$ cat src/logic/buck_seq_pkg.sv
`default_nettype none
package buck_seq_pkg;
    // Clock and nominal times, ns
    localparam int CLK_PERIOD_NS = 100;
    localparam int INIT_DELAY_NS = 6_800_000;
    localparam int CAPTURE_MAX_NS = 3_400_000;
    localparam int SOFT_START_NS = 6_800_000;
    // Ramp shape
    localparam int SS_STEPS = 64;
    localparam int CAPTURE_STEPS = 64;
    localparam int INIT_STEPS = 1;
    localparam int DUMMY_TIMEOUTS = 2;
    // Derived cycle counts, step times rounded down
    localparam int DELAY_CYCLES = INIT_DELAY_NS / CLK_PERIOD_NS;
    localparam int SS_STEP_CYCLES = SOFT_START_NS / SS_STEPS / CLK_PERIOD_NS;
    localparam int CAP_STEP_CYCLES =
        CAPTURE_MAX_NS / CAPTURE_STEPS / CLK_PERIOD_NS;
    localparam int DUMMY_TICKS = DUMMY_TIMEOUTS * SS_STEPS;
    // Widths and reset values
    localparam int TIMER_W = 17;
    localparam int RAMP_W = 7;
    localparam int DUMMY_W = 8;
    localparam logic [RAMP_W-1:0] RAMP_RESET = 7'h00;

    // Sequencer phases
    typedef enum logic [2:0] {
        ST_IDLE = 3'b000,
        ST_DELAY = 3'b001,
        ST_CAPTURE = 3'b010,
        ST_SOFTSTART = 3'b011,
        ST_RUN = 3'b100,
        ST_HICCUP = 3'b101
    } seq_state_t;

    // Gate drive pins travel together
    typedef struct packed {
        logic high_side;
        logic low_out;
        logic low_oe;
    } gate_drive_t;
endpackage : buck_seq_pkg
`default_nettype wire

$ cat src/logic/buck_startup_sequencer.sv
// Overview of operation
// Supply rise starts init with trip capture
// Held shutdown pin postpones initialization
// Fixed delay starts when pin released
// Delay: low driver off, trip current on
// Capture time variable, up to maximum
// Trip value held in counter register
// Soft-start follows capture immediately
// Reference ramps zero to final value
// Ramp is 64 equal fixed steps
// Error amplifier enabled after short interval
// Ramp past final value ends soft-start
// Low pre-bias: gates off until crossed
// High pre-bias: gates off until end
// Re-enable repeats full init with capture
// Overcurrent retries keep held trip value
// Overcurrent restarts after two dummy timeouts
// High gate waits for low gate off
// Shutdown stops, gates low, re-arms start
// Overcurrent hiccup repeats while fault persists
// Gates low through delay and capture
// Power loss resets and discards trip value
`default_nettype none
module buck_startup_sequencer
    import buck_seq_pkg::*;
#(
    parameter int DELAY_CYC = DELAY_CYCLES,
    parameter int SS_STEP_CYC = SS_STEP_CYCLES,
    parameter int CAP_STEP_CYC = CAP_STEP_CYCLES,
    parameter int DAC_W = 6
) (
    // Clock and reset
    input wire logic clock,
    input wire logic srst,
    // Analog comparators
    input wire logic por_ok,
    input wire logic shutdown_above,
    input wire logic trip_reached,
    input wire logic ramp_above_vout,
    input wire logic overcurrent,
    // Modulator and gate sense
    input wire logic pwm_high,
    input wire logic low_side_gate_sense_in,
    // Gate pins and analog controls
    output var gate_drive_t gate,
    output logic trip_source_en,
    output logic osc_run,
    output logic erramp_enable,
    output logic [RAMP_W-1:0] ramp_code,
    output logic [DAC_W-1:0] trip_level,
    output logic soft_start_done
);
    seq_state_t state;
    seq_state_t next_state;
    logic [TIMER_W-1:0] timer;
    logic [DUMMY_W-1:0] dummy_cnt;
    logic [DAC_W-1:0] dac;
    logic switch_ok;
    logic tick;
    logic ramp_top;
    logic dac_top;
    logic gate_allow;

    // Step tick per phase; the delay is one long count
    always_comb begin
        case (state)
            ST_DELAY: tick = (timer == TIMER_W'(DELAY_CYC - 1));
            ST_CAPTURE: tick = (timer == TIMER_W'(CAP_STEP_CYC - 1));
            ST_SOFTSTART, ST_HICCUP: begin
                tick = (timer == TIMER_W'(SS_STEP_CYC - 1));
            end
            default: tick = 1'b0;
        endcase
    end
    assign ramp_top = (ramp_code == RAMP_W'(SS_STEPS - 1));
    assign dac_top = (dac == {DAC_W{1'b1}});

    // Phase sequencing
    always_comb begin
        next_state = state;
        case (state)
            // waits for release
            ST_IDLE: begin
                if (shutdown_above) begin
                    next_state = ST_DELAY;
                end
            end
            // fixed delay
            ST_DELAY: begin
                if (tick) begin
                    next_state = ST_CAPTURE;
                end
            end
            // variable capture, R07 then start
            ST_CAPTURE: begin
                if (trip_reached || (tick && dac_top)) begin
                    next_state = ST_SOFTSTART;
                end
            end
            ST_SOFTSTART: begin
                if (overcurrent) begin
                    next_state = ST_HICCUP;
                end else if (tick && ramp_top) begin
                    // ramp past final
                    next_state = ST_RUN;
                end
            end
            ST_RUN: begin
                if (overcurrent) begin
                    next_state = ST_HICCUP;
                end
            end
            // two dummy timeouts, R19 repeats
            ST_HICCUP: begin
                if (tick && dummy_cnt == DUMMY_W'(DUMMY_TICKS - 1)) begin
                    next_state = ST_SOFTSTART;
                end
            end
            default: next_state = ST_IDLE;
        endcase
        // shutdown re-arms from any phase
        // release then repeats full init
        if (!shutdown_above) begin
            next_state = ST_IDLE;
        end
    end

    // State register; R21 power loss, R01 rise starts
    always_ff @(posedge clock) begin
        if (srst || !por_ok) begin
            state <= ST_IDLE;
        end else begin
            state <= next_state;
        end
    end

    // Cycle timer restarts on each tick or phase change
    always_ff @(posedge clock) begin
        if (srst || state != next_state || tick) begin
            timer <= '0;
        end else begin
            timer <= timer + TIMER_W'(1);
        end
    end

    // Dummy timeout counter for retries
    always_ff @(posedge clock) begin
        if (srst || state != ST_HICCUP) begin
            dummy_cnt <= '0;
        end else if (tick) begin
            dummy_cnt <= dummy_cnt + DUMMY_W'(1);
        end
    end

    // ramp of equal steps, restarted each entry
    always_ff @(posedge clock) begin
        if (srst || (state != ST_SOFTSTART && state != ST_RUN)) begin
            ramp_code <= RAMP_RESET;
        end else if (state == ST_SOFTSTART && tick) begin
            ramp_code <= ramp_code + RAMP_W'(1);
        end
    end

    // Capture counter climbs until the comparator trips
    always_ff @(posedge clock) begin
        if (srst || state != ST_CAPTURE) begin
            dac <= '0;
        end else if (tick && !dac_top && !trip_reached) begin
            dac <= dac + DAC_W'(1);
        end
    end

    // held value; R15 only capture exit loads it; R21 cleared
    always_ff @(posedge clock) begin
        if (srst || !por_ok) begin
            trip_level <= '0;
        end else if (state == ST_CAPTURE && next_state == ST_SOFTSTART) begin
            trip_level <= dac;
        end
    end

    // switching held off until ramp crosses output or run begins
    always_ff @(posedge clock) begin
        if (srst || (state != ST_SOFTSTART && state != ST_RUN)) begin
            switch_ok <= 1'b0;
        end else if (ramp_above_vout || state == ST_RUN) begin
            switch_ok <= 1'b1;
        end
    end

    // Analog controls; R04 trip current only in delay and capture
    always_ff @(posedge clock) begin
        if (srst) begin
            trip_source_en <= 1'b0;
            osc_run <= 1'b0;
            erramp_enable <= 1'b0;
            soft_start_done <= 1'b0;
        end else begin
            trip_source_en <= (state == ST_DELAY || state == ST_CAPTURE);
            osc_run <= (state != ST_IDLE); // oscillator stops
            // amplifier on after the first step
            erramp_enable <= (state == ST_RUN) || (state == ST_SOFTSTART
                && ramp_code >= RAMP_W'(INIT_STEPS));
            soft_start_done <= (state == ST_RUN);
        end
    end

    // switching only while ramping or regulating; a
    // stale switch_ok must not drive gates in idle or retry
    assign gate_allow = switch_ok && por_ok && !overcurrent
        && next_state == state
        && (state == ST_SOFTSTART || state == ST_RUN);

    // Gate drivers; the sense pin is only read while the low driver is
    // enabled; delay and capture release it so the trip voltage is undisturbed
    always_ff @(posedge clock) begin
        if (srst) begin
            gate <= '0;
        end else begin
            // low driver released, both gates low
            gate.low_oe <= !(state == ST_DELAY || state == ST_CAPTURE);
            // high side only once low gate sensed off
            gate.high_side <= gate_allow && pwm_high
                && !gate.low_out && !low_side_gate_sense_in;
            gate.low_out <= gate_allow && !pwm_high && !gate.high_side;
        end
    end
endmodule : buck_startup_sequencer
`default_nettype wire

$ cat config.mk
export PLATFORM = sky130hd
export DESIGN_NAME = buck_startup_sequencer
export DESIGN_NICKNAME = d
export VERILOG_FILES = /design/src/logic/buck_seq_pkg.sv /design/src/logic/buck_startup_sequencer.sv
export SDC_FILE = /design/constraint.sdc
export NUM_CORES = 1
export LEC_CHECK = 0
export BUFFER_PORTS_ARGS = -buffer_cell sky130_fd_sc_hd__buf_2
export CORE_MARGIN = 8
export CORE_UTILIZATION = 60
export CTS_BUF_LIST = sky130_fd_sc_hd__clkbuf_8 sky130_fd_sc_hd__clkbuf_16
export DETAILED_ROUTE_END_ITERATION = 10
export GPL_TIMING_DRIVEN = 0
export PLACE_DENSITY = 0.81
export SYNTH_ARGS = -nofsm -noshare
export SYNTH_HDL_FRONTEND = slang
export SYNTH_SLANG_ARGS = --single-unit
$ cat constraint.sdc
create_clock -name clock -period 7.08 [get_ports clock]
set_clock_uncertainty 0.2 [all_clocks]
set_input_delay 0.708 -clock clock [delete_from_list [all_inputs] [get_ports clock]]
set_output_delay 0.708 -clock clock [all_outputs]
set_load 0.01 [all_outputs]
# Word-level counts from Yosys, hierarchy flattened
# Index checks and enable logic that the tools add are counted.
# Widths: inputs -> output; s select.
dict set report word_totals {
  input_bits 9
  register_bits 55
}
dict set report classes {
  n_addsub 4
  reduce_logical 41
  n_eq_ne 18
  muxes 9
  magnitude_cmp 1
}
# cell count
set ops {}
lappend ops {{$mux 3} 7}
lappend ops {{$logic_and 1x1->1} 18}
lappend ops {{$pmux 3 s6} 1}
lappend ops {{$add 17x1->17 const B} 1}
lappend ops {{$eq 17x10->1 const B} 1}
lappend ops {{$eq 17x11->1 const B} 1}
lappend ops {{$eq 17x17->1 const B} 1}
lappend ops {{$logic_or 1x1->1} 11}
lappend ops {{$eq 3x2->1 const B} 3}
lappend ops {{$logic_not 1->1} 9}
lappend ops {{$add 8x1->8 const B} 1}
lappend ops {{$eq 8x7->1 const B} 1}
lappend ops {{$add 7x1->7 const B} 1}
lappend ops {{$eq 7x6->1 const B} 1}
lappend ops {{$ge 7x1->1 const B} 1}
lappend ops {{$add 6x1->6 const B} 1}
lappend ops {{$eq 3x3->1 const B} 2}
lappend ops {{$eq 6x6->1 const B} 1}
lappend ops {{$ne 3x2->1 const B} 2}
lappend ops {{$ne 3x3->1 const B} 2}
lappend ops {{$eq 3x1->1 const B} 1}
lappend ops {{$eq 3x3->1} 1}
lappend ops {{$logic_not 3->1} 1}
lappend ops {{$ne 3x3->1} 1}
lappend ops {{other kinds (3)} 3}

# Longest topological paths before layout
# Gate-level depths: netlist (run 1).
dict set report depth {
  depth_word 14
  mapped_depth 9
  depth_no_buf 7
}

# Least setup slack after synthesis (run 1)
# OpenSTA, ideal clock, no wires.
dict set report synth_timing {
  path_type {register to register}
  startpoint {register timer[8]}
  endpoint {register timer[0]}
  path_slack_ns 4.510
  arrival_ns 2.238
  required_time_ns 6.748
  stages_incl_launch_ff 9
  synth_period_minus_slack_ns 2.570
  setup_ns 0.132
  n_path_buf 2
  cell_sequence {dfxtp_1 -> buf_6 -> or4_4 -> a211oi_2 -> o221ai_2 -> or2_2 -> o22ai_2 -> buf_2 -> nor3_1}
}
dict set report synth_between {
  elab_chain_len 10
}
# element line
set synth_lines {}
lappend synth_lines {{start, declared} buck_startup_sequencer.sv:55} ;# logic [TIMER_W-1:0] timer;
lappend synth_lines {{start signal, assigned} buck_startup_sequencer.sv:142} ;# timer <= timer + TIMER_W'(1);
lappend synth_lines {{$eq 17x11->1, or another cell as far along} buck_startup_sequencer.sv:70} ;# tick = (timer == TIMER_W'(SS_STEP_CYC - 1));
lappend synth_lines {{$pmux 1 s3 *} buck_startup_sequencer.sv:66} ;# case (state)
lappend synth_lines {{$logic_and 1x1->1, on equally long branches} {buck_startup_sequencer.sv:103, buck_startup_sequencer.sv:96}}
lappend synth_lines {{$mux 3 / $logic_or 1x1->1 (equally long branches)} {buck_startup_sequencer.sv:103, buck_startup_sequencer.sv:96}}
lappend synth_lines {{$mux 3, on equally long branches} {buck_startup_sequencer.sv:101, buck_startup_sequencer.sv:96}}
lappend synth_lines {{$pmux 3 s6} buck_startup_sequencer.sv:81} ;# case (state)
lappend synth_lines {{$mux 3} buck_startup_sequencer.sv:123} ;# if (!shutdown_above) begin
lappend synth_lines {{$ne 3x3->1} buck_startup_sequencer.sv:139} ;# if (srst || state != next_state || tick) begin
lappend synth_lines {{$logic_or 1x1->1} buck_startup_sequencer.sv:139}
lappend synth_lines {{$logic_or 1x1->1 *} buck_startup_sequencer.sv:139}
# Mark *: on every way between the ends. The rest lies on a longest branch, timed or not.
# A chain may end at the register's enable or synchronous reset.

# Worst setup path after layout (run 1)
dict set report layout_timing {
  startpoint {register state[2]}
  endpoint {register timer[9]}
}
dict set report layout_between {
  elab_chain_len 11
}
# element line
set layout_lines {}
lappend layout_lines {{start, declared} buck_startup_sequencer.sv:53} ;# seq_state_t state;
lappend layout_lines {{start signal, assigned} buck_startup_sequencer.sv:133} ;# state <= next_state;
lappend layout_lines {{$eq 3x2->1 / $eq 3x3->1 (equally long branches)} {buck_startup_sequencer.sv:66, buck_startup_sequencer.sv:81}}
lappend layout_lines {{$reduce_or 2->1} buck_startup_sequencer.sv:66}
lappend layout_lines {{$pmux 1 s3} buck_startup_sequencer.sv:66}
lappend layout_lines {{$logic_and 1x1->1, on equally long branches} {buck_startup_sequencer.sv:103, buck_startup_sequencer.sv:96}}
lappend layout_lines {{$mux 3 / $logic_or 1x1->1 (equally long branches)} {buck_startup_sequencer.sv:103, buck_startup_sequencer.sv:96}}
lappend layout_lines {{$mux 3, on equally long branches} {buck_startup_sequencer.sv:101, buck_startup_sequencer.sv:96}}
lappend layout_lines {{$pmux 3 s6} buck_startup_sequencer.sv:81}
lappend layout_lines {{$mux 3} buck_startup_sequencer.sv:123}
lappend layout_lines {{$ne 3x3->1} buck_startup_sequencer.sv:139}
lappend layout_lines {{$logic_or 1x1->1} buck_startup_sequencer.sv:139}
lappend layout_lines {{$logic_or 1x1->1 *} buck_startup_sequencer.sv:139}
# Marked as above.

==> flow_summary_export.csv, run 1 <==
group,metric,value,unit
die,coreArea,4692,sq um
yosys,synth-simple-area-share,30.94,%
min_path,hold_class,"reg -> reg",
setup_path,end_kind,"flip-flop",
yosys,synth-async-reset-ratio,0,%
yosys,synth_edf_count,0,
yosys,synth-adder-area-share,2.146,%
run,cap_violations,0,
placement,dpl_worst_slack,3.995,ns
placement,place.gp.congestion,0.9273,
yosys,synth_top_area_cell,"dfxtp_1",
setup_path,cpMaxStageDelayCell,"a21oi_1",
die,die_h,85.71,microns
die,start_util,62.13,%
grt,antenna_found_initial,0,
sta,finalHoldViolCount,0,
clock_network,numClockSinks,55,
setup_path,cp_max_fo,10,
grt,grt_pass1_vias,2577,
sta,fin_crit,3.247,ns
die,row_count,25,
detailed_routing,drc,0,
detailed_routing,avgViaCountPerCell,6.280,
detailed_routing,finalWirelength,6896,microns
detailed_routing,drtAntennaViolNets,0,
placement,hpwl,5042,microns
yosys,yosys-top-cells-area,"dfxtp_1 38%, nand3_1 4.8%, xnor2_1 4.5%, nand2_1 3.6%, nor2_1 3.6%",
yosys,syn-instance-count,351,
power_and_ir_drop,leakage,1.133,nW
clock_network,clk_transition_reported_paths,0.10,ns
setup_path,path_delay_family,"compound AO/OA/AOI/OAI gates",
setup_path,path_cells,"buf_2 > nor3b_2 > mux2i_1 > a2111oi_2 > nand2b_1 > a21oi_1 > clkbuf_1 > nor3_1",
yosys,syn-cell-area,2915,sq um
sta,rsz0062_at_grt,"false",
sta,worst_pin_slew,0.8238,ns
yosys,synth_top_area_share,37.77,%
yosys,syn_area_per_cell,8.306,sq um
yosys,ys_seq_elements,55,
placement,io_buffers,27,
die,die-area,7345,sq um
power_and_ir_drop,power.density,170.8,nW/um^2
clock_network,clk_latency,0.32,ns
setup_path,arrival,3.23,ns
clock_network,postCtsSetupBuffers,0,
finish,nets,399,
yosys,seq_area_frac_synth,37.77,%
sta,setup_viol,0,
clock_network,cts_buffers,5,
grt,gr-usage-all-layers,19.26,%
clock_network,clk_path_buf_depth,2,
grt,grt_overflow,0,
clock_network,cts-resized-gates,0,
die,pin_count,29,
yosys,synth_ff_type,"dfxtp_1",
run_status,status,"finished clean",
die,die_x,85.71,microns
setup_path,startpoint_type,"flip-flop",
setup_path,worst-setup-path-type,"reg -> reg",
sta,finalMaxSlewViolations,0,
clock_network,cts_tree,"done",
yosys,synth_fp_nets,365,
yosys,synth_warnings,0,
yosys,synth_compound_area_share,14.64,%
power_and_ir_drop,total_power,0.5525,mW
setup_path,crit_buf_inv,2,
clock_network,holdBufCountCts,0,
sta,hold_slack,0.2663,ns
detailed_routing,dr.pass1.iters,6,
finish,num_antenna_cells,0,
grt,grt_first_pass_wirelength,11750,microns
detailed_routing,dr_total_vias,2763,
sta,max_freq,308.0,MHz
detailed_routing,wl_per_cell,15.67,microns
grt,grt_max_degree,17,
power_and_ir_drop,ir_worst_vdd,0.0001178,V
yosys,muxShareOfSynthArea,3.476,%
yosys,synth_top_family_by_area,"simple AND/OR/NAND/NOR gates",
sta,slew_headroom,45.08,%
sta,setup_tns,0,ns
clock_network,h-tree-depth,2,
yosys,synthXorXnorAreaFrac,7.210,%
finish,final_util,68.96,%
finish,drive_above_1_share,13.47,%
clock_network,root_buffer,"clkbuf_8",
finish,syn_to_final_growth,10.99,%
sta,fin_crit_sh,45.86,%
sta,post-route-worst-setup-slack,3.833,ns
detailed_routing,drt-initial-drc-count,332,
setup_path,required,7.06,ns
yosys,ys_types,57,
setup_path,cpPeakStageDelay,0.59,ns
[worst reg2reg max path, delay by kind of cell (launching register included)]
family                 cells  cell delay, ns
AND/OR/NAND/NOR            3            0.63
AO/OA/AOI/OAI              2            1.08
multiplexers               1            0.23
buffers and inverters      2            0.63
flip-flops                 1            0.34
[worst paths after layout]
kind / startpoint / end / slack (ns) / cells past startpoint
worst max-delay path: state[2]$_SDFF_PP0_ / timer[9]$_SDFF_PP0_ / 3.83 / 8
worst min-delay path: trip_level[2]$_SDFFE_PP0P_ / trip_level[2]$_SDFFE_PP0P_ / 0.27 / 2
worst max register to register: state[2]$_SDFF_PP0_ / timer[9]$_SDFF_PP0_ / 3.83 / 8
worst min register to register: trip_level[2]$_SDFFE_PP0P_ / trip_level[2]$_SDFFE_PP0P_ / 0.27 / 2
[area by class of cell]
| class | count | area (sq um) |
|---|---|---|
| sequential | 55 | 1101 |
| clock inverter | 2 | 35.03 |
| clock buffer | 6 | 82.58 |
| timing repair buffer | 27 | 135.1 |
| fill | 416 | 1456 |
| tap | 54 | 67.56 |
| buffer | 16 | 73.82 |
| multi-input combinational | 270 | 1703 |
| inverter | 10 | 37.54 |
[routing by layer]
metal	global-route usage (%)	share of wire, %	up-vias
li1	-	-	1350
met1	24.80	45	1305
met2	30.32	47	93
met3	4.107	5.9	15
met4	7.962	1.5	0
met5	0	0	-
[stage by stage]
stage,area (sq um),std cells
global route,3236,440
global placement,3118,432
floorplan,2915,351
CTS,3236,440
detailed placement,3118,432
finish,3236,440
[cell usage in the layout, fill, tap and decap left out, drive strengths merged, types with 3 or more instances in the layout]
| cell type | netlist | routed |
|---|---|---|
| a2111oi | 3 | 3 |
| a211oi | 3 | 3 |
| a21oi | 20 | 20 |
| a31oi | 4 | 4 |
| and3 | 4 | 4 |
| buf | 7 | 34 |
| clkbuf | 9 | 15 |
| dfxtp | 55 | 55 |
| ha | 5 | 5 |
| inv | 9 | 9 |
| mux2i | 9 | 9 |
| nand2 | 28 | 28 |
| nand2b | 6 | 6 |
| nand3 | 28 | 28 |
| nand3b | 3 | 3 |
| nand4 | 11 | 11 |
| nor2 | 28 | 28 |
| nor2b | 7 | 7 |
| nor3 | 19 | 19 |
| nor3b | 4 | 4 |
| nor4 | 13 | 13 |
| o21ai | 11 | 11 |
| o31ai | 5 | 5 |
| or3 | 7 | 7 |
| or4 | 5 | 5 |
| xnor2 | 15 | 15 |
| xor2 | 9 | 9 |
[where the power goes]
| part | switching, mW | internal (mW) |
|---|---|---|
| Clock | 0.106 | 0.115 |
| Combinational | 0.0138 | 0.00646 |
| Sequential | 0.00136 | 0.311 |
[cells by family (layout without fill, tap and decap cells)]
family,after synthesis,count (layout)
adder cells (fa/ha/maj),5,5
buffers and inverters,26,61
flip-flops,55,55
XOR/XNOR,24,24
AO/OA/AOI/OAI,62,62
AND/OR/NAND/NOR,169,169
multiplexers,10,10
[flip-flops by register name, summed over array words and instances, names as in the netlist, 3 cells and up]
name / count
state: 3
dummy_cnt: 8
trip_level: 6
dac: 6
ramp_code: 7
gate: 3
timer: 17
[cell usage after synthesis, types with 7 or more instances]
cell	number
nor2_1	28
nor3_1	18
xor2_1	9
clkbuf_1	9
nand2_1	28
o21ai_0	11
inv_1	9
dfxtp_1	55
nand3_1	28
nand4_1	11
a21oi_1	20
nor2b_1	7
xnor2_1	15
mux2i_1	9
nor4_1	13
Power figures use the tool's default switching activity.
==> inputs of run 2 (changes only) <==
--- a/config.mk
+++ b/config.mk
@@ -7,11 +7,11 @@
 export LEC_CHECK = 0
 export BUFFER_PORTS_ARGS = -buffer_cell sky130_fd_sc_hd__buf_2
 export CORE_MARGIN = 8
-export CORE_UTILIZATION = 60
+export CORE_UTILIZATION = 53
 export CTS_BUF_LIST = sky130_fd_sc_hd__clkbuf_8 sky130_fd_sc_hd__clkbuf_16
 export DETAILED_ROUTE_END_ITERATION = 10
 export GPL_TIMING_DRIVEN = 0
-export PLACE_DENSITY = 0.81
+export PLACE_DENSITY = 0.76
 export SYNTH_ARGS = -nofsm -noshare
 export SYNTH_HDL_FRONTEND = slang
 export SYNTH_SLANG_ARGS = --single-unit
==> constraint.sdc (replaced) <==
create_clock -name clock -period 2.6 [get_ports clock]
set_clock_uncertainty 0.2 [all_clocks]
set_input_delay 0.26 -clock clock [delete_from_list [all_inputs] [get_ports clock]]
set_output_delay 0.26 -clock clock [all_outputs]
set_load 0.01 [all_outputs]
==> run 2 against run 1 <==
Net effect: the run now ends with negative setup slack left; cell area increased by 11%; cell count up 8.9%; utilization down 2.8 points; die area up 11%; routed wire length is 15% higher; non-clock buffer count is 22 higher; clock power increased by 120%; fmax grew 22%; via count is 4.5% higher; register-to-register slack lost 3.9 ns; combinational power rose to 3.1 times the previous value; sequential share of layout area shrank 2.9 points; critical path type unchanged.
==> flow_summary_export.csv, run 2 (same netlist as run 1, synthesis figures left out) <==
group,metric,value,unit
run_status,status,"finished, violations left",
run_status,violations,"negative setup slack",
sta,max_freq,376.6,MHz
die,die_h,90.17,microns
detailed_routing,dr.pass1.iters,7,
setup_path,regToRegStartpoint,"state[1]$_SDFF_PP0_",
clock_network,cts_tree,"done",
sta,finalMaxSlewViolations,0,
detailed_routing,drt-initial-drc-count,195,
die,pin_count,29,
finish,syn_to_final_growth,22.70,%
sta,setup_viol,4,
min_path,hold_start,"ramp_above_vout",
power_and_ir_drop,power.density,391.7,nW/um^2
finish,largest-register,"timer",
detailed_routing,finalWirelength,7926,microns
grt,grt_pass1_vias,2657,
die,row_count,27,
grt,gr-usage-all-layers,17.40,%
setup_path,required,2.65,ns
clock_network,clk_path_buf_depth,2,
setup_path,cp_max_fo,6,
setup_path,startpoint_type,"flip-flop",
sta,post-route-worst-setup-slack,-0.05504,ns
min_path,hold_class,"in -> reg",
sta,slew_headroom,60.46,%
die,coreArea,5405,sq um
clock_network,clk_latency,0.31,ns
sta,fin_crit,2.655,ns
placement,hpwl,4901,microns
detailed_routing,drc,0,
die,die_x,90.17,microns
finish,mostFrequentLayoutCells,"48 x dfxtp_1, 28 x nand2_1, 28 x nor2_1, 28 x nand3_1, 28 x buf_2",
grt,grt_first_pass_wirelength,12230,microns
run,cap_violations,0,
power_and_ir_drop,leakage,1.267,nW
power_and_ir_drop,ir_worst_vdd,0.0002638,V
detailed_routing,dr_total_vias,2887,
finish,nets,421,
finish,largest_reg_flops,17,
placement,place.gp.congestion,0.9447,
setup_path,arrival,2.71,ns
detailed_routing,drtAntennaViolNets,0,
sta,finalHoldViolCount,0,
die,die-area,8130,sq um
clock_network,h-tree-depth,2,
setup_path,startpoint,"state[1]$_SDFF_PP0_",
clock_network,numClockSinks,55,
finish,final.fill_count,450,
setup_path,end_kind,"flip-flop",
die,start_util,53.94,%
sta,rsz0062_at_grt,"true",
sta,hold_slack,0.04597,ns
finish,reg_top3,"timer: 17 flops, dummy_cnt: 8 flops, ramp_code: 7 flops",
clock_network,clk_transition_reported_paths,0.10,ns
placement,io_buffers,27,
sta,setup_tns,-0.1607,ns
detailed_routing,wl_per_cell,16.55,microns
placement,dpl_worst_slack,-0.5475,ns
grt,grt_max_degree,16,
sta,fin_crit_sh,102.1,%
finish,num_antenna_cells,0,
finish,layout_commonest_cell,"dfxtp_1",
setup_path,worst-setup-path-type,"reg -> reg",
clock_network,cts_buffers,5,
clock_network,root_buffer,"clkbuf_8",
grt,antenna_found_initial,0,
detailed_routing,avgViaCountPerCell,6.027,
grt,grt_overflow,0,
finish,final_area,3577,sq um
placement,placed_cell_area,3141,sq um
sta,worst_pin_slew,0.5886,ns
finish,drive_above_1_share,23.59,%
-- run 2: cell count changes in the layout (fill, tap and decap cells not counted), moves of 4 or more --
cell | previous run | this run
dfxtp_2 | 0 | 5
dfxtp_1 | 55 | 48
buf_6 | 1 | 6
a21oi_1 | 20 | 16
buf_4 | 1 | 18
clkbuf_1 | 9 | 5
-- run 2: layout make-up --
class	instances	area [sq um]	share of cell area, %
Clock buffer	6	82.58	2.308
Multi-Input combinational cell	270	1805	50.47
Sequential cell	55	1115	31.16
Clock inverter	1	5.005	0.1399
Timing Repair Buffer	51	349.1	9.759
Buffer	14	92.59	2.588
Tap cell	72	90.09	2.518
Inverter	10	37.54	1.049
-- run 2: path summary, 6_finish.rpt --
check | end | slack (ns) | cells after the start
min reg2reg | trip_level[5]$_SDFFE_PP0P_ | 0.26 | 2
max reg2reg | ramp_code[3]$_SDFFE_PP0P_ | -0.06 | 8
min | switch_ok$_SDFFE_PP0P_ | 0.05 | 3
max | ramp_code[3]$_SDFFE_PP0P_ | -0.06 | 8
-- run 2: per-layer routing --
| layer | vias up | wire length, microns | track usage (%) | share of wire [%] |
|---|---|---|---|---|
| li1 | 1389 | - | - | - |
| met4 | 0 | 161 | 5.132 | 2.0 |
| met3 | 17 | 443 | 2.993 | 5.6 |
| met1 | 1374 | 3299 | 21.83 | 42 |
| met5 | - | 0 | 0 | 0 |
| met2 | 107 | 4020 | 29.63 | 51 |
-- run 2: worst max-delay path: stages, from the launching register on --
cell and delay (ns):
dfxtp_4 0.38, buf_4 0.15, buf_4 0.13, nand3b_1 0.20, a211oi_2 0.32, o221ai_2 0.17
or3_4 0.43, or4_4 0.49, a21oi_2 0.13
-- run 2: per-stage QoR --
| stage | utilization (%) | std cells | power [mW] |
|---|---|---|---|
| detailed placement | 58.10 | 450 | 0.9233 |
| floorplan | - | 351 | 0.9029 |
| global route | 66.18 | 479 | 1.446 |
| CTS | 62.55 | 467 | 1.398 |
| finish | 66.18 | 479 | 1.401 |
| global placement | 58.10 | 450 | 0.9222 |
-- run 2: timing repair --
action,4_1_cts,5_1_grt
hold buffers,2,0
pin swaps,10,7
cloned,0,1
hold endpoints to repair,1,0
gates resized for setup,18,30
setup endpoints to repair,35,35
setup buffers,9,12
-- run 2: power breakdown --
part | switching, mW | total (mW) | internal, mW
clock network | 0.278 | 0.488 | 0.210
registers | 0.00580 | 0.850 | 0.844
logic | 0.0399 | 0.0632 | 0.0233
==> inputs of run 3 (changes only) <==
--- a/config.mk
+++ b/config.mk
@@ -7,11 +7,11 @@
 export LEC_CHECK = 0
 export BUFFER_PORTS_ARGS = -buffer_cell sky130_fd_sc_hd__buf_2
 export CORE_MARGIN = 8
-export CORE_UTILIZATION = 53
+export CORE_UTILIZATION = 60
 export CTS_BUF_LIST = sky130_fd_sc_hd__clkbuf_8 sky130_fd_sc_hd__clkbuf_16
 export DETAILED_ROUTE_END_ITERATION = 10
 export GPL_TIMING_DRIVEN = 0
-export PLACE_DENSITY = 0.76
+export PLACE_DENSITY = 0.81
 export SYNTH_ARGS = -nofsm -noshare
 export SYNTH_HDL_FRONTEND = slang
 export SYNTH_SLANG_ARGS = --single-unit
==> constraint.sdc (replaced) <==
create_clock -name clock -period 3.1 [get_ports clock]
set_clock_uncertainty 0.2 [all_clocks]
set_input_delay 0.31 -clock clock [delete_from_list [all_inputs] [get_ports clock]]
set_output_delay 0.31 -clock clock [all_outputs]
set_load 0.01 [all_outputs]
==> run 3 against run 2 <==
Net effect: sequential share of layout area increased by 2.7 points; fmax decreased by 9.2%; sequential power down 16%; combinational power decreased by 24%; die area shrank 9.6%; register-to-register slack better by 0.23 ns; worst setup slack better by 0.23 ns; worst hold slack worse by 0.012 ns; cell area down 9.0%; routed wire length is 11% lower; the flow now finishes without violations; highest routed layer unchanged.
==> flow_summary_export.csv, run 3 (same netlist as run 1, synthesis figures left out) <==
group,metric,value,unit
setup_path,cp_max_fo,10,
placement,dpl_worst_slack,0.01512,ns
setup_path,crit_buf_inv,2,
die,coreArea,4692,sq um
sta,max_freq,342.0,MHz
detailed_routing,wl_per_cell,16.01,microns
finish,mostFrequentLayoutCells,"55 x dfxtp_1, 29 x buf_2, 28 x nand2_1, 28 x nor2_1, 28 x nand3_1",
setup_path,worst-setup-path-type,"reg -> reg",
setup_path,r2r-end,"timer[11]$_SDFF_PP0_",
placement,placed_cell_area,3118,sq um
run_status,status,"finished clean",
finish,drive_above_1_share,14.77,%
detailed_routing,dr.pass1.iters,5,
grt,grt_pass1_vias,2578,
sta,post-route-worst-setup-slack,0.1763,ns
placement,hpwl,5042,microns
die,die_x,85.71,microns
min_path,hold_class,"in -> reg",
clock_network,cts_buffers,5,
detailed_routing,avgViaCountPerCell,6.341,
power_and_ir_drop,ir_worst_vdd,0.0002683,V
die,row_count,25,
die,start_util,62.13,%
power_and_ir_drop,power.density,387.5,nW/um^2
die,die-area,7345,sq um
clock_network,postCtsSetupBuffers,0,
grt,grt_overflow,0,
grt,antenna_found_initial,0,
detailed_routing,dr_total_vias,2790,
run,cap_violations,0,
sta,setup_viol,0,
detailed_routing,drc,0,
setup_path,required,3.10,ns
setup_path,worst-r2r-setup-slack,0.18,ns
power_and_ir_drop,total_power,1.261,mW
finish,largest-register,"timer",
min_path,hold_start,"pwm_high",
detailed_routing,drtAntennaViolNets,0,
setup_path,r2r_cells,8,
clock_network,clk_transition_reported_paths,0.10,ns
sta,finalMaxSlewViolations,0,
power_and_ir_drop,leakage,1.140,nW
clock_network,h-tree-depth,2,
clock_network,numClockSinks,55,
finish,nets,399,
placement,place.gp.congestion,0.9273,
finish,final_util,69.36,%
setup_path,path_delay_family,"compound AO/OA/AOI/OAI gates",
sta,fin_crit_sh,94.31,%
finish,final_area,3254,sq um
min_path,whs_endpoint,"gate[2]$_SDFF_PP0_",
clock_network,cts_tree,"done",
clock_network,root_buffer,"clkbuf_8",
detailed_routing,drt-initial-drc-count,298,
finish,reg_top3,"timer: 17 flops, dummy_cnt: 8 flops, ramp_code: 7 flops",
sta,finalHoldViolCount,0,
finish,layout_commonest_cell,"dfxtp_1",
setup_path,startpoint_type,"flip-flop",
sta,rsz0062_at_grt,"false",
setup_path,cpPeakStageDelay,0.48,ns
setup_path,path_cells,"clkbuf_1 > nor3b_2 > mux2i_1 > a2111oi_2 > nand2b_1 > a21oi_2 > clkbuf_2 > nor3_1",
sta,setup_tns,0,ns
clock_network,clk_latency,0.32,ns
finish,syn_to_final_growth,11.63,%
setup_path,cpMaxStageDelayCell,"a2111oi_2",
sta,slew_headroom,42.60,%
die,pin_count,29,
grt,gr-usage-all-layers,19.28,%
setup_path,arrival,2.92,ns
clock_network,clk_path_buf_depth,2,
placement,io_buffers,27,
setup_path,end_kind,"flip-flop",
detailed_routing,finalWirelength,7043,microns
sta,worst_pin_slew,0.8610,ns
grt,grt_first_pass_wirelength,11760,microns
sta,fin_crit,2.924,ns
finish,num_antenna_cells,0,
finish,largest_reg_flops,17,
grt,grt_max_degree,17,
min_path,hold_path_depth,3,
die,die_h,85.71,microns
setup_path,regToRegStartpoint,"state[0]$_SDFF_PP0_",
==> run 3: cell count changes in the layout (fill, tap and decap cells not counted), moves of 3 or more <==
cell,change
buf_6,-5
dfxtp_2,-5
dfxtp_1,+7
buf_4,-17
a21oi_1,+3
==> run 3: routing by layer <==
layer | wire, microns | GRT usage, %
met1 | 3166 | 24.75
met2 | 3329 | 30.61
met3 | 452 | 4.011
met4 | 95 | 7.803
met5 | 0 | 0
==> run 3: worst max path at each step <==
stage | from | end | slack (ns) | cells past startpoint
after floorplan | timer[8]$_SDFF_PP0_ | timer[0]$_SDFF_PP0_ | 0.53 | 8
after global placement | state[2]$_SDFF_PP0_ | timer[5]$_SDFF_PP0_ | 0.02 | 8
after detailed placement | state[2]$_SDFF_PP0_ | timer[10]$_SDFF_PP0_ | 0.02 | 8
after CTS | state[2]$_SDFF_PP0_ | timer[11]$_SDFF_PP0_ | 0.09 | 9
after global routing | state[0]$_SDFF_PP0_ | timer[8]$_SDFF_PP0_ | 0.03 | 8
final | state[0]$_SDFF_PP0_ | timer[11]$_SDFF_PP0_ | 0.18 | 8
==> run 3: final cells by class <==
type,count,area (sq um)
Sequential cell,55,1101
Clock buffer,6,82.58
Fill cell,414,1438
Clock inverter,2,35.03
Buffer,16,77.57
Inverter,10,41.29
Multi-Input combinational cell,270,1714
Tap cell,54,67.56
Timing Repair Buffer,27,135.1
==> run 3: power by group <==
group	internal [mW]	total, mW	switching (mW)
logic	0.0153	0.0482	0.0329
registers	0.709	0.713	0.00320
clock network	0.262	0.500	0.238
total	0.987	1.26	0.274
==> run 3: worst reg2reg max path, delay by kind of cell, from the launching register on <==
family	cells	cell delay, ns
flops	1	0.31
buf+inv	2	0.54
compound gates	2	0.89
mux	1	0.23
simple gates	3	0.64
==> run 3: timing repair <==
item | CTS | global route
endpoints found under the hold margin | 0 | 0
gates resized for setup | 1 | 7
setup endpoints to repair | 10 | 12
hold buffers | 0 | 0
==> run 3: metrics by stage <==
stage	hold slack (ns)	instances
after floorplan	0.2294	351
after global placement	0.2444	432
after detailed placement	0.2562	432
after CTS	0.03644	440
after global routing	0.03700	440
final	0.03401	440
